`config.mk`:
```
export PLATFORM = sky130hd
export DESIGN_NAME = charger_pin_control
export DESIGN_NICKNAME = d
export VERILOG_FILES = /design/src/rtl/charger_pin_pkg.sv /design/src/rtl/fault_pulse_timer.sv /design/src/rtl/startup_mode_timer.sv /design/src/rtl/charger_pin_control.sv
export VERILOG_INCLUDE_DIRS = /design/src /design/src/rtl
export SDC_FILE = /design/constraint.sdc
export NUM_CORES = 1
export LEC_CHECK = 0
export ABC_CLOCK_PERIOD_IN_PS = 2400
export BUFFER_PORTS_ARGS = -buffer_cell sky130_fd_sc_hd__buf_4
export CAP_MARGIN = 20
export CORE_MARGIN = 3
export CORE_UTILIZATION = 59
export CTS_BUF_LIST = sky130_fd_sc_hd__clkbuf_16
export DETAILED_ROUTE_END_ITERATION = 6
export GPL_ROUTABILITY_DRIVEN = 0
export GPL_TIMING_DRIVEN = 0
export PLACE_DENSITY = 0.77
export SLEW_MARGIN = 10
export SYNTH_ARGS = -nofsm -noshare
export SYNTH_HDL_FRONTEND = slang
export SYNTH_SLANG_ARGS = --single-unit
```
`constraint.sdc`:
```
create_clock -name clock -period 2.4 [get_ports clock]
set_clock_uncertainty 0.15 [all_clocks]
set_input_delay 0.48 -clock clock [delete_from_list [all_inputs] [get_ports clock]]
set_output_delay 0.48 -clock clock [all_outputs]
set_load 0.005 [all_outputs]
```
`src/rtl/charger_pin_regs.svh`:
```
// Behaviour
// - outside the startup mode, while the boost request pin is active and not disabled by software the block asserts boost operation.
// - the pin outranks the software boost bit unless software has disabled the pin.
// - after reset, while the 15-minute mode lasts, the pin selects input current limit.
// - during that startup mode the programmed input current limit is ignored.
// - in the startup role a low pin selects the 100 mA limit.
// - while the unlock pin is low the safety limits sit at default and writes are dropped.
// - while the unlock pin is high the safety register takes writes until a write to the control or limit register locks it.
// - the status pin is pulled low while charging or during a fault pulse, and released otherwise.
// - a fault makes the status pin emit one 128 us low pulse.
// - with status enable cleared the status pin stays released.
`ifndef CHARGER_PIN_REGS_SVH
`define CHARGER_PIN_REGS_SVH

// register indices
`define ADDR_CONTROL 3'h0
`define ADDR_LIMIT 3'h1
`define ADDR_SAFETY 3'h2
`define ADDR_STATUS 3'h3

// control field positions
`define CTRL_BOOST_BIT 0
`define CTRL_PIN_DIS_BIT 1
`define CTRL_STAT_EN_BIT 2
`define CTRL_MODE_EXIT_BIT 3
`define CTRL_RESET 8'h04

// safety default and limit codes
`define SAFETY_RESET 8'h00
`define LIMIT_RESET 2'h0
`define ILIM_100MA 2'h0
`define ILIM_500MA 2'h1

// timing
`define CLOCK_MHZ 100
`define FAULT_PULSE_US 128
`define FAULT_PULSE_CYCLES (`FAULT_PULSE_US * `CLOCK_MHZ)
`define STARTUP_MINUTES 15
`define US_PER_MINUTE 64'h0000_0000_0393_8700
// 64-bit product: fifteen minutes of clock cycles does not fit a 32-bit int
`define STARTUP_MODE_CYCLES (`US_PER_MINUTE * `STARTUP_MINUTES * `CLOCK_MHZ)

`endif

```
`src/rtl/charger_pin_pkg.sv`:
```
package charger_pin_pkg;
    typedef enum logic [1:0] {
        STAT_IDLE,
        STAT_PULSE
    } stat_state_t;
endpackage

```
`src/rtl/fault_pulse_timer.sv`:
```
`timescale 1ns/1ps
`default_nettype none
`include "charger_pin_regs.svh"
// one-shot pulse generator for fault reporting
module fault_pulse_timer #(
    parameter int CYCLES = `FAULT_PULSE_CYCLES
) (
    input wire logic clock,
    input wire logic rst_b,
    input wire logic trigger,
    output logic active
);
    localparam int W = $clog2(CYCLES + 1);
    charger_pin_pkg::stat_state_t state_q, state_d;
    logic [W-1:0] count_q, count_d;

    // start on trigger, ignore triggers while running
    always_comb begin
        state_d = state_q;
        count_d = count_q;
        unique case (state_q)
            charger_pin_pkg::STAT_IDLE: begin
                if (trigger) begin
                    state_d = charger_pin_pkg::STAT_PULSE;
                    count_d = W'(CYCLES - 1);
                end
            end
            charger_pin_pkg::STAT_PULSE: begin
                if (count_q == '0) begin
                    state_d = charger_pin_pkg::STAT_IDLE;
                end else begin
                    count_d = count_q - 1'b1;
                end
            end
            default: begin
                state_d = charger_pin_pkg::STAT_IDLE;
                count_d = '0;
            end
        endcase
    end

    always_ff @(posedge clock or negedge rst_b) begin
        if (!rst_b) begin
            state_q <= charger_pin_pkg::STAT_IDLE;
            count_q <= '0;
        end else begin
            state_q <= state_d;
            count_q <= count_d;
        end
    end

    assign active = (state_q == charger_pin_pkg::STAT_PULSE);
endmodule
`default_nettype wire

```
`src/rtl/startup_mode_timer.sv`:
```
`timescale 1ns/1ps
`default_nettype none
`include "charger_pin_regs.svh"
// holds the startup mode for a fixed count after reset unless software exits it
module startup_mode_timer #(
    parameter longint CYCLES = `STARTUP_MODE_CYCLES
) (
    input wire logic clock,
    input wire logic rst_b,
    input wire logic exit_req,
    output logic active
);
    localparam int W = $clog2(CYCLES + 1);
    logic [W-1:0] count_q, count_d;
    logic active_q, active_d;

    // count down from reset; leave mode at zero or on request
    always_comb begin
        count_d = count_q;
        active_d = active_q;
        if (active_q) begin
            if (exit_req || count_q == '0) begin
                active_d = 1'b0;
            end else begin
                count_d = count_q - 1'b1;
            end
        end
    end

    always_ff @(posedge clock or negedge rst_b) begin
        if (!rst_b) begin
            count_q <= W'(CYCLES - 1);
            active_q <= 1'b1;
        end else begin
            count_q <= count_d;
            active_q <= active_d;
        end
    end

    assign active = active_q;
endmodule
`default_nettype wire

```
`src/rtl/charger_pin_control.sv`:
```
// Local design decisions: strobed register access and the address map.
`timescale 1ns/1ps
`default_nettype none
`include "charger_pin_regs.svh"
// pin-level control of the charger: boost request, safety limit lock, status pin
module charger_pin_control #(
    parameter int FAULT_CYCLES = `FAULT_PULSE_CYCLES,
    parameter longint STARTUP_CYCLES = `STARTUP_MODE_CYCLES
) (
    input wire logic clock,
    input wire logic rst_b,
    input wire logic [2:0] addr,
    input wire logic [7:0] wdata,
    input wire logic wr_en,
    input wire logic rd_en,
    output logic [7:0] rdata,
    input wire logic boost_request_pin,
    input wire logic safety_limit_unlock_pin,
    input wire logic charging,
    input wire logic fault,
    output logic boost_en,
    output logic [1:0] input_limit_sel,
    output logic [7:0] safety_limit,
    output logic stat_out,
    output logic stat_oe
);
    logic [7:0] ctrl_q, ctrl_d;
    logic [1:0] limit_q, limit_d;
    logic [7:0] safety_q, safety_d;
    logic locked_q, locked_d;
    logic fault_q;
    logic fault_rise;
    logic pulse_active;
    logic startup;
    logic boost_q, boost_d;
    logic [1:0] ilim_q, ilim_d;
    logic oe_q, oe_d;
    logic [7:0] rdata_q, rdata_d;
    logic exit_req;

    assign exit_req = wr_en && addr == `ADDR_CONTROL && wdata[`CTRL_MODE_EXIT_BIT];
    assign fault_rise = fault && !fault_q;

    // startup mode lasts 15 minutes from reset
    startup_mode_timer #(
        .CYCLES(STARTUP_CYCLES)
    ) u_startup (
        .clock(clock),
        .rst_b(rst_b),
        .exit_req(exit_req),
        .active(startup)
    );

    // fixed-width pulse on each new fault while no pulse is running
    fault_pulse_timer #(
        .CYCLES(FAULT_CYCLES)
    ) u_fault (
        .clock(clock),
        .rst_b(rst_b),
        .trigger(fault_rise),
        .active(pulse_active)
    );

    // register writes and safety lock
    always_comb begin
        ctrl_d = ctrl_q;
        limit_d = limit_q;
        safety_d = safety_q;
        locked_d = locked_q;
        if (!safety_limit_unlock_pin) begin
            safety_d = `SAFETY_RESET;
            locked_d = 1'b0;
        end
        if (wr_en) begin
            unique case (addr)
                `ADDR_CONTROL: begin
                    ctrl_d = wdata;
                    locked_d = 1'b1;
                end
                `ADDR_LIMIT: begin
                    limit_d = wdata[1:0];
                    locked_d = 1'b1;
                end
                `ADDR_SAFETY: begin
                    if (safety_limit_unlock_pin && !locked_q) begin
                        safety_d = wdata;
                    end
                end
                default: begin
                end
            endcase
            if (!safety_limit_unlock_pin) begin
                locked_d = 1'b0;
            end
        end
    end

    always_ff @(posedge clock or negedge rst_b) begin
        if (!rst_b) begin
            ctrl_q <= `CTRL_RESET;
            limit_q <= `LIMIT_RESET;
            safety_q <= `SAFETY_RESET;
            locked_q <= 1'b0;
            fault_q <= 1'b0;
        end else begin
            ctrl_q <= ctrl_d;
            limit_q <= limit_d;
            safety_q <= safety_d;
            locked_q <= locked_d;
            fault_q <= fault;
        end
    end

    // boost, current limit and status pin decisions
    always_comb begin
        if (startup) begin
            boost_d = 1'b0;
            ilim_d = boost_request_pin ? `ILIM_500MA : `ILIM_100MA;
        end else begin
            ilim_d = limit_q;
            if (!ctrl_q[`CTRL_PIN_DIS_BIT] && boost_request_pin) begin
                boost_d = 1'b1;
            end else begin
                boost_d = ctrl_q[`CTRL_BOOST_BIT];
            end
        end
        if (!ctrl_q[`CTRL_STAT_EN_BIT]) begin
            oe_d = 1'b0;
        end else if (pulse_active || fault_rise) begin
            oe_d = 1'b1;
        end else begin
            oe_d = charging;
        end
    end

    // read mux
    always_comb begin
        rdata_d = 8'h00;
        if (rd_en) begin
            unique case (addr)
                `ADDR_CONTROL: rdata_d = ctrl_q;
                `ADDR_LIMIT: rdata_d = {6'h00, limit_q};
                `ADDR_SAFETY: rdata_d = safety_q;
                `ADDR_STATUS: rdata_d = {3'h0, pulse_active, locked_q, startup, boost_q, oe_q};
                default: rdata_d = 8'h00;
            endcase
        end
    end

    always_ff @(posedge clock or negedge rst_b) begin
        if (!rst_b) begin
            boost_q <= 1'b0;
            ilim_q <= `ILIM_100MA;
            oe_q <= 1'b0;
            rdata_q <= 8'h00;
        end else begin
            boost_q <= boost_d;
            ilim_q <= ilim_d;
            oe_q <= oe_d;
            rdata_q <= rdata_d;
        end
    end

    assign boost_en = boost_q;
    assign input_limit_sel = ilim_q;
    assign safety_limit = safety_q;
    assign stat_oe = oe_q;
    assign stat_out = 1'b0;
    assign rdata = rdata_q;
endmodule
`default_nettype wire

```
==> results of run 1 <==
==> critical path, cell delays in order, from the launching register on <==
cell	delay, ns
dfrtp_1	0.43
or4_1	0.57
or2_2	0.35
o311ai_4	0.43
nor3_1	0.11
xor2_1	0.16
==> layer usage <==
metal,vias up,global-route usage
met1,1424,0.284
met3,11,0.0642
met2,68,0.376
met4,0,0.0824
li1,1411,-
met5,-,0
==> registers in the layout (all words and copies together) (netlist names) <==
signal and cells:
fault_q 1, u_startup.count_q 37, stat_oe 1, u_startup.active 1, locked_q 1, u_fault.count_q 14
u_fault.state_q 1, boost_en 1, rdata 8, limit_q 2, input_limit_sel 2, ctrl_q 8
safety_limit 8
==> final cells by class <==
type,instances,area share
flip-flops and latches,85,0.443
plain buffers,14,0.0128
well taps,77,0.0198
clock buffers,9,0.0462
multi-input cells,257,0.372
repair buffers,42,0.0688
clock inverters,7,0.0270
inverters,14,0.0108
==> power groups by stage <==
stage	Combinational [mW]	Clock (mW)	Sequential, mW
3_5_place_dp	0.398	0	1.72
3_3_place_gp	0.383	0	1.71
5_1_grt	0.461	1.72	1.72
4_1_cts	0.405	1.67	1.70
2_1_floorplan	0.258	0	1.69
6_report	0.411	1.65	1.70
==> synth_stat cells (2+ instances only) <==
master / instances
nand4b_1: 2
nand4_1: 11
a21oi_1: 6
nor4_1: 8
mux2_2: 8
dfstp_2: 24
a22o_1: 2
or3_1: 4
and3_1: 2
xor2_1: 9
buf_2: 3
o21ai_0: 13
nor2b_1: 6
nor4bb_1: 2
or2_2: 2
nor3_1: 19
clkbuf_1: 9
dfrtp_1: 61
nand2b_1: 3
mux4_2: 2
a211oi_1: 2
and2_1: 2
nand3_1: 21
o211ai_1: 2
nor4_2: 2
o21a_1: 3
or4_1: 4
a31oi_1: 3
nand2_1: 23
ha_1: 3
nor4b_1: 2
xnor2_1: 32
nand3b_1: 3
nor2_1: 29
nor3b_1: 6
inv_1: 14
mux2i_1: 7
and4_1: 3
==> cell families after synthesis <==
logic type               count (synthesis)  share of synthesized area
flip-flops                              85                      0.536
buffers and inverters                   28                     0.0280
AO/OA/AOI/OAI                           37                     0.0640
multiplexers                            17                     0.0510
adder cells (fa/ha/maj)                  3                    0.00932
other                                    1                   0.000931
XOR/XNOR                                41                     0.0892
AND/OR/NAND/NOR                        158                      0.222
==> metrics by stage <==
stage,instance area (um^2),setup WS [ns]
CTS,4790,0.0186
detailed placement,4400,-0.169
floorplan,4030,0.217
global placement,4400,-0.129
global route,4870,-0.00587
finish,4870,0.0810
==> path summary, 6_finish.rpt <==
kind / to / slack, ns / start / depth (start not counted)
worst max-delay path: u_startup.count_q[32] / 0.08 / u_startup.count_q[24] / 5
worst min-delay path: ctrl_q[7] / -0.04 / rst_b / 1
worst max register to register: u_startup.count_q[32] / 0.08 / u_startup.count_q[24] / 5
worst min register to register: u_startup.count_q[27] / 0.32 / u_startup.count_q[27] / 1
max in group asynchronous: u_startup.count_q[28] / 1.48 / rst_b / 2
min in group clock: fault_q / 0.11 / fault / 1
==> what timing repair did <==
item                                    in CTS  in global routing
resized for setup                            3                  8
endpoints found under the setup margin      10                 18
pin swaps                                    1                  3
buffers inserted                             2                  2
==> impl_metrics.json, run 1 <==
{
  "synthFlopType": "dfrtp_1",
  "irDropWorstVdd_mv": 0.516,
  "worstSkewPairLatency_ns": 0.33,
  "holdBufCountCts": 0,
  "status": "finished, violations left",
  "cts_sinks": 85,
  "dp_hpwl_um": 5300,
  "netlist_area_um2": 4030,
  "num_rows": 29,
  "gr-total-overflow": 0,
  "vias": 2914,
  "fmax_ghz": 0.431,
  "power.density_nw_per_um2": 773,
  "pwr-share-seq": 0.452,
  "first_pass_iters": 4,
  "m1WireLength_um": 3650,
  "final_cell_mix": "dfrtp_1 (61), buf_4 (42), xnor2_1 (32), nor2_1 (29), dfstp_2 (24)",
  "max_slew_margin": 0.501,
  "cts-root-buf": "clkbuf_16",
  "start_util": 0.620,
  "ys_seq_area_frac": 0.536,
  "io_pins": 40,
  "setup_viol": 0,
  "failed_checks": "negative hold slack",
  "ant_nets": 0,
  "final_common_cell": "dfrtp_1",
  "diodes": 0,
  "drc": 0,
  "dr.first_iter.drc_count": 165,
  "async_flop_share": 1.00,
  "p_sw_frac": 0.230,
  "finalSetupTns_ns": 0,
  "power.share.combinational": 0.109,
  "areaGrowthSynthToFinish_pct": 21.0,
  "grt_max_degree": 86,
  "p_leak_nw": 2.19,
  "tightest_slew_ns": 0.745,
  "utilization": 0.750,
  "die_x_um": 88.6,
  "syn-num-nets": 392,
  "multi_input_area_um2": 1810,
  "layout.cells.non_filler": 505,
  "yosys.area.top_type": "dfrtp_1",
  "synth.distinct_cells": 51,
  "top_layer_used": "met4",
  "synth-edff-count": 0,
  "core_um2": 6490,
  "min_period_over_period": 0.966,
  "drive_gt1_frac": 0.259,
  "synth-warning-count": 0,
  "clk_pin_slew_ns": 0.06,
  "worstSetupPathType": "register to register",
  "h-tree-depth": 3,
  "nets": 445,
  "cellInternalPower_mw": 2.90,
  "wl_met3_um": 355,
  "cts_buffer_depth": 2,
  "cts_tree": "done",
  "placed_cells": 484,
  "synth_area_per_cell_um2": 10.9,
  "cp.required_ns": 2.45,
  "yosys-top-cells-area": "dfrtp_1 (38%), dfstp_2 (16%), xnor2_1 (7.0%)",
  "critPathMaxFanout": 5,
  "power.share.clock": 0.438,
  "endpoint_kind": "register",
  "fp.dieH_um": 88.6,
  "gr-usage-all-layers": 0.227,
  "final_max_slew_viol_count": 0,
  "io_buffers": 37,
  "grt_pass1_vias": 2998,
  "startpoint_type": "register",
  "holdWs_ns": -0.0440,
  "synth-seq-cells": 85,
  "syn_inst": 370,
  "drv_cap": 0,
  "final-hold-violation-count": 35,
  "avgRoutedWirePerCell_um": 16.2,
  "grt_pass1_wl_um": 13800,
  "post-synth-top-area-fraction": 0.379,
  "die_area_um2": 7850,
  "seq_area_um2": 2160,
  "routed_wirelength_um": 8160,
  "crit_arrival_ns": 2.37,
  "wl_met2_um": 4010,
  "hold_path_class": "input port to async pin",
  "cts_inserted_buffers": 9,
  "via_per_inst": 5.77,
  "antenna_found_initial": 0,
  "nFillCells": 430,
  "power_mw": 3.77,
  "p_sw_mw": 0.865,
  "period_minus_slack_ns": 2.32
}
No activity file was read; power rests on OpenSTA's default activity.
==> run 2: changes to the inputs <==
--- a/config.mk
+++ b/config.mk
@@ -9,13 +9,14 @@
 export ABC_CLOCK_PERIOD_IN_PS = 2400
 export BUFFER_PORTS_ARGS = -buffer_cell sky130_fd_sc_hd__buf_4
 export CAP_MARGIN = 20
-export CORE_MARGIN = 3
+export CORE_MARGIN = 2
 export CORE_UTILIZATION = 59
 export CTS_BUF_LIST = sky130_fd_sc_hd__clkbuf_16
 export DETAILED_ROUTE_END_ITERATION = 6
 export GPL_ROUTABILITY_DRIVEN = 0
 export GPL_TIMING_DRIVEN = 0
 export PLACE_DENSITY = 0.77
+export SETUP_SLACK_MARGIN = 0.4
 export SLEW_MARGIN = 10
 export SYNTH_ARGS = -nofsm -noshare
 export SYNTH_HDL_FRONTEND = slang
==> run 2 against run 1 <==
The flow now finishes without violations. Core utilization is 6.6 points higher. Global-route usage grew 1.4 points. First-iteration DRC count decreased by 11%. Count of clock-buffer cells in the layout unchanged. Wire length rose by 12%. Sequential power is 2% higher. Non-clock buffer count rose by 22. Die area shrank 4.5%. Worst setup slack better by 0.10 ns. Critical endpoint unchanged. Largest cell class is now multi-input gates. Largest power group unchanged.
==> impl_metrics.json, run 2 (synthesis gave the netlist of run 1 again) <==
{
  "status": "completed",
  "gr-total-overflow": 0,
  "finalSetupTns_ns": 0,
  "cp_slowest_cell": "or4_4",
  "dp_hpwl_um": 5300,
  "vias": 3133,
  "antenna_found_initial": 0,
  "routed_wirelength_um": 9160,
  "nFillCells": 400,
  "cp.required_ns": 2.47,
  "hold_path_class": "input port to register",
  "multi_input_area_um2": 2190,
  "num_rows": 30,
  "seq_area_um2": 2160,
  "worstSetupEndpoint": "u_startup.count_q[32]",
  "cts-root-buf": "clkbuf_16",
  "worstSetupPathType": "register to register",
  "cts_sinks": 85,
  "via_per_inst": 5.91,
  "largest_register_ffs": 37,
  "tightest_slew_ns": 0.554,
  "layout.cells.non_filler": 530,
  "wl_met2_um": 4580,
  "crit_start": "u_startup.count_q[33]",
  "r2r_cells": 6,
  "top_layer_used": "met4",
  "holdWs_ns": 0.0971,
  "fin_ws_ns": 0.184,
  "startpoint_type": "register",
  "rsz0062_at_grt": "yes",
  "io_pins": 40,
  "clk_pin_slew_ns": 0.06,
  "fp.dieH_um": 86.6,
  "slowest_delay_ns": 0.55,
  "utilization": 0.816,
  "ant_nets": 0,
  "critPathMaxFanout": 3,
  "drive_gt1_frac": 0.409,
  "power_mw": 3.60,
  "first_pass_iters": 4,
  "period_minus_slack_ns": 2.22,
  "final_common_cell": "dfrtp_1",
  "avgRoutedWirePerCell_um": 17.3,
  "worstSkewPairLatency_ns": 0.34,
  "wl_met3_um": 383,
  "crit_arrival_ns": 2.29,
  "setup_viol": 0,
  "final_cell_mix": "dfrtp_1 (60), buf_4 (55), nor2_1 (26), xnor2_1 (25), dfstp_2 (24)",
  "rrSetupSlack_ns": 0.18,
  "postLayoutCellArea_um2": 5460,
  "cts_buffer_depth": 2,
  "regMostFlops": "u_startup.count_q",
  "diodes": 0,
  "areaGrowthSynthToFinish_pct": 35.5,
  "rr_startpoint": "u_startup.count_q[33]",
  "die_area_um2": 7500,
  "postPlaceCellArea_um2": 4470,
  "drc": 0,
  "irDropWorstVdd_mv": 0.458,
  "min_period_over_period": 0.923,
  "dr.first_iter.drc_count": 147,
  "grt_max_degree": 86,
  "crit_chain": "or4_4 -> or3_4 -> o311ai_4 -> buf_6 -> nor3_2 -> xor2_1",
  "endpoint_kind": "register",
  "dp_worst_setup_slack_ns": -0.121,
  "placed_cells": 487,
  "cts_inserted_buffers": 9,
  "die_x_um": 86.6,
  "m1WireLength_um": 4020,
  "cts_tree": "done",
  "p_leak_nw": 2.40,
  "nets": 467,
  "io_buffers": 37,
  "r2r-end": "u_startup.count_q[32]",
  "h-tree-depth": 3,
  "gr-usage-all-layers": 0.241,
  "grt_pass1_vias": 2986,
  "power.density_nw_per_um2": 660,
  "core_um2": 6680,
  "grt_pass1_wl_um": 14000,
  "max_slew_margin": 0.630,
  "drv_cap": 0,
  "final_max_slew_viol_count": 0,
  "final-hold-violation-count": 0,
  "fmax_ghz": 0.451,
  "start_util": 0.603,
  "top_regs": "u_startup.count_q: 37 flops, u_fault.count_q: 14 flops"
}
run 2: cell types whose count changed in the layout (fill, tap and decap cells not counted), moves of 7 or more:
cell	before	now
xnor2_2	0	7
buf_6	0	7
xnor2_1	32	25
nand3_1	21	12
inv_1	17	10
buf_4	42	55
run 2: worst min-delay path by stage:
stage / from / endpoint / slack (ns) / cells past startpoint
after floorplan: rst_b / boost_en / 0.03 / 0
after global placement: u_startup.count_q[35] / u_startup.count_q[35] / 0.31 / 1
after detailed placement: u_startup.count_q[35] / u_startup.count_q[35] / 0.31 / 1
after CTS: fault / fault_q / 0.09 / 1
after global routing: fault / fault_q / 0.1 / 1
final: fault / fault_q / 0.1 / 1
run 2: routing by layer:
metal,vias to the layer above,GRT usage
li1,1470,-
met1,1565,0.323
met2,80,0.393
met3,18,0.0457
met4,0,0.0881
met5,-,0
run 2: what timing repair did:
item	in CTS	in global routing
cloned	0	2
gates resized for setup	30	58
endpoints found under the setup margin	47	49
setup buffers	18	5
pin swaps	13	31
hold buffers	0	1
endpoints found under the hold margin	0	16
run 2: where the power goes:
part | internal, mW | switching, mW | total, mW
Clock | 0.799 | 0.564 | 1.36
Sequential | 1.57 | 0.169 | 1.74
Combinational | 0.256 | 0.240 | 0.496
Total | 2.63 | 0.974 | 3.60
run 2: critical path, delay by kind of cell (launching register included):
kind	cells	cell delay (ns)
and+or+nand+nor	3	1.00
AOI/OAI and AO/OA	1	0.27
DFF	1	0.38
buffers and inverters	1	0.16
xor gates and xnor gates	1	0.13
run 2: layout make-up:
cell class,instances,share of cell area
plain buffers,14,0.0193
clock buffers,9,0.0413
clock inverters,7,0.0119
inverters,14,0.00963
multi-input cells,257,0.401
flip-flops and latches,85,0.396
well taps,80,0.0183
repair buffers,64,0.103
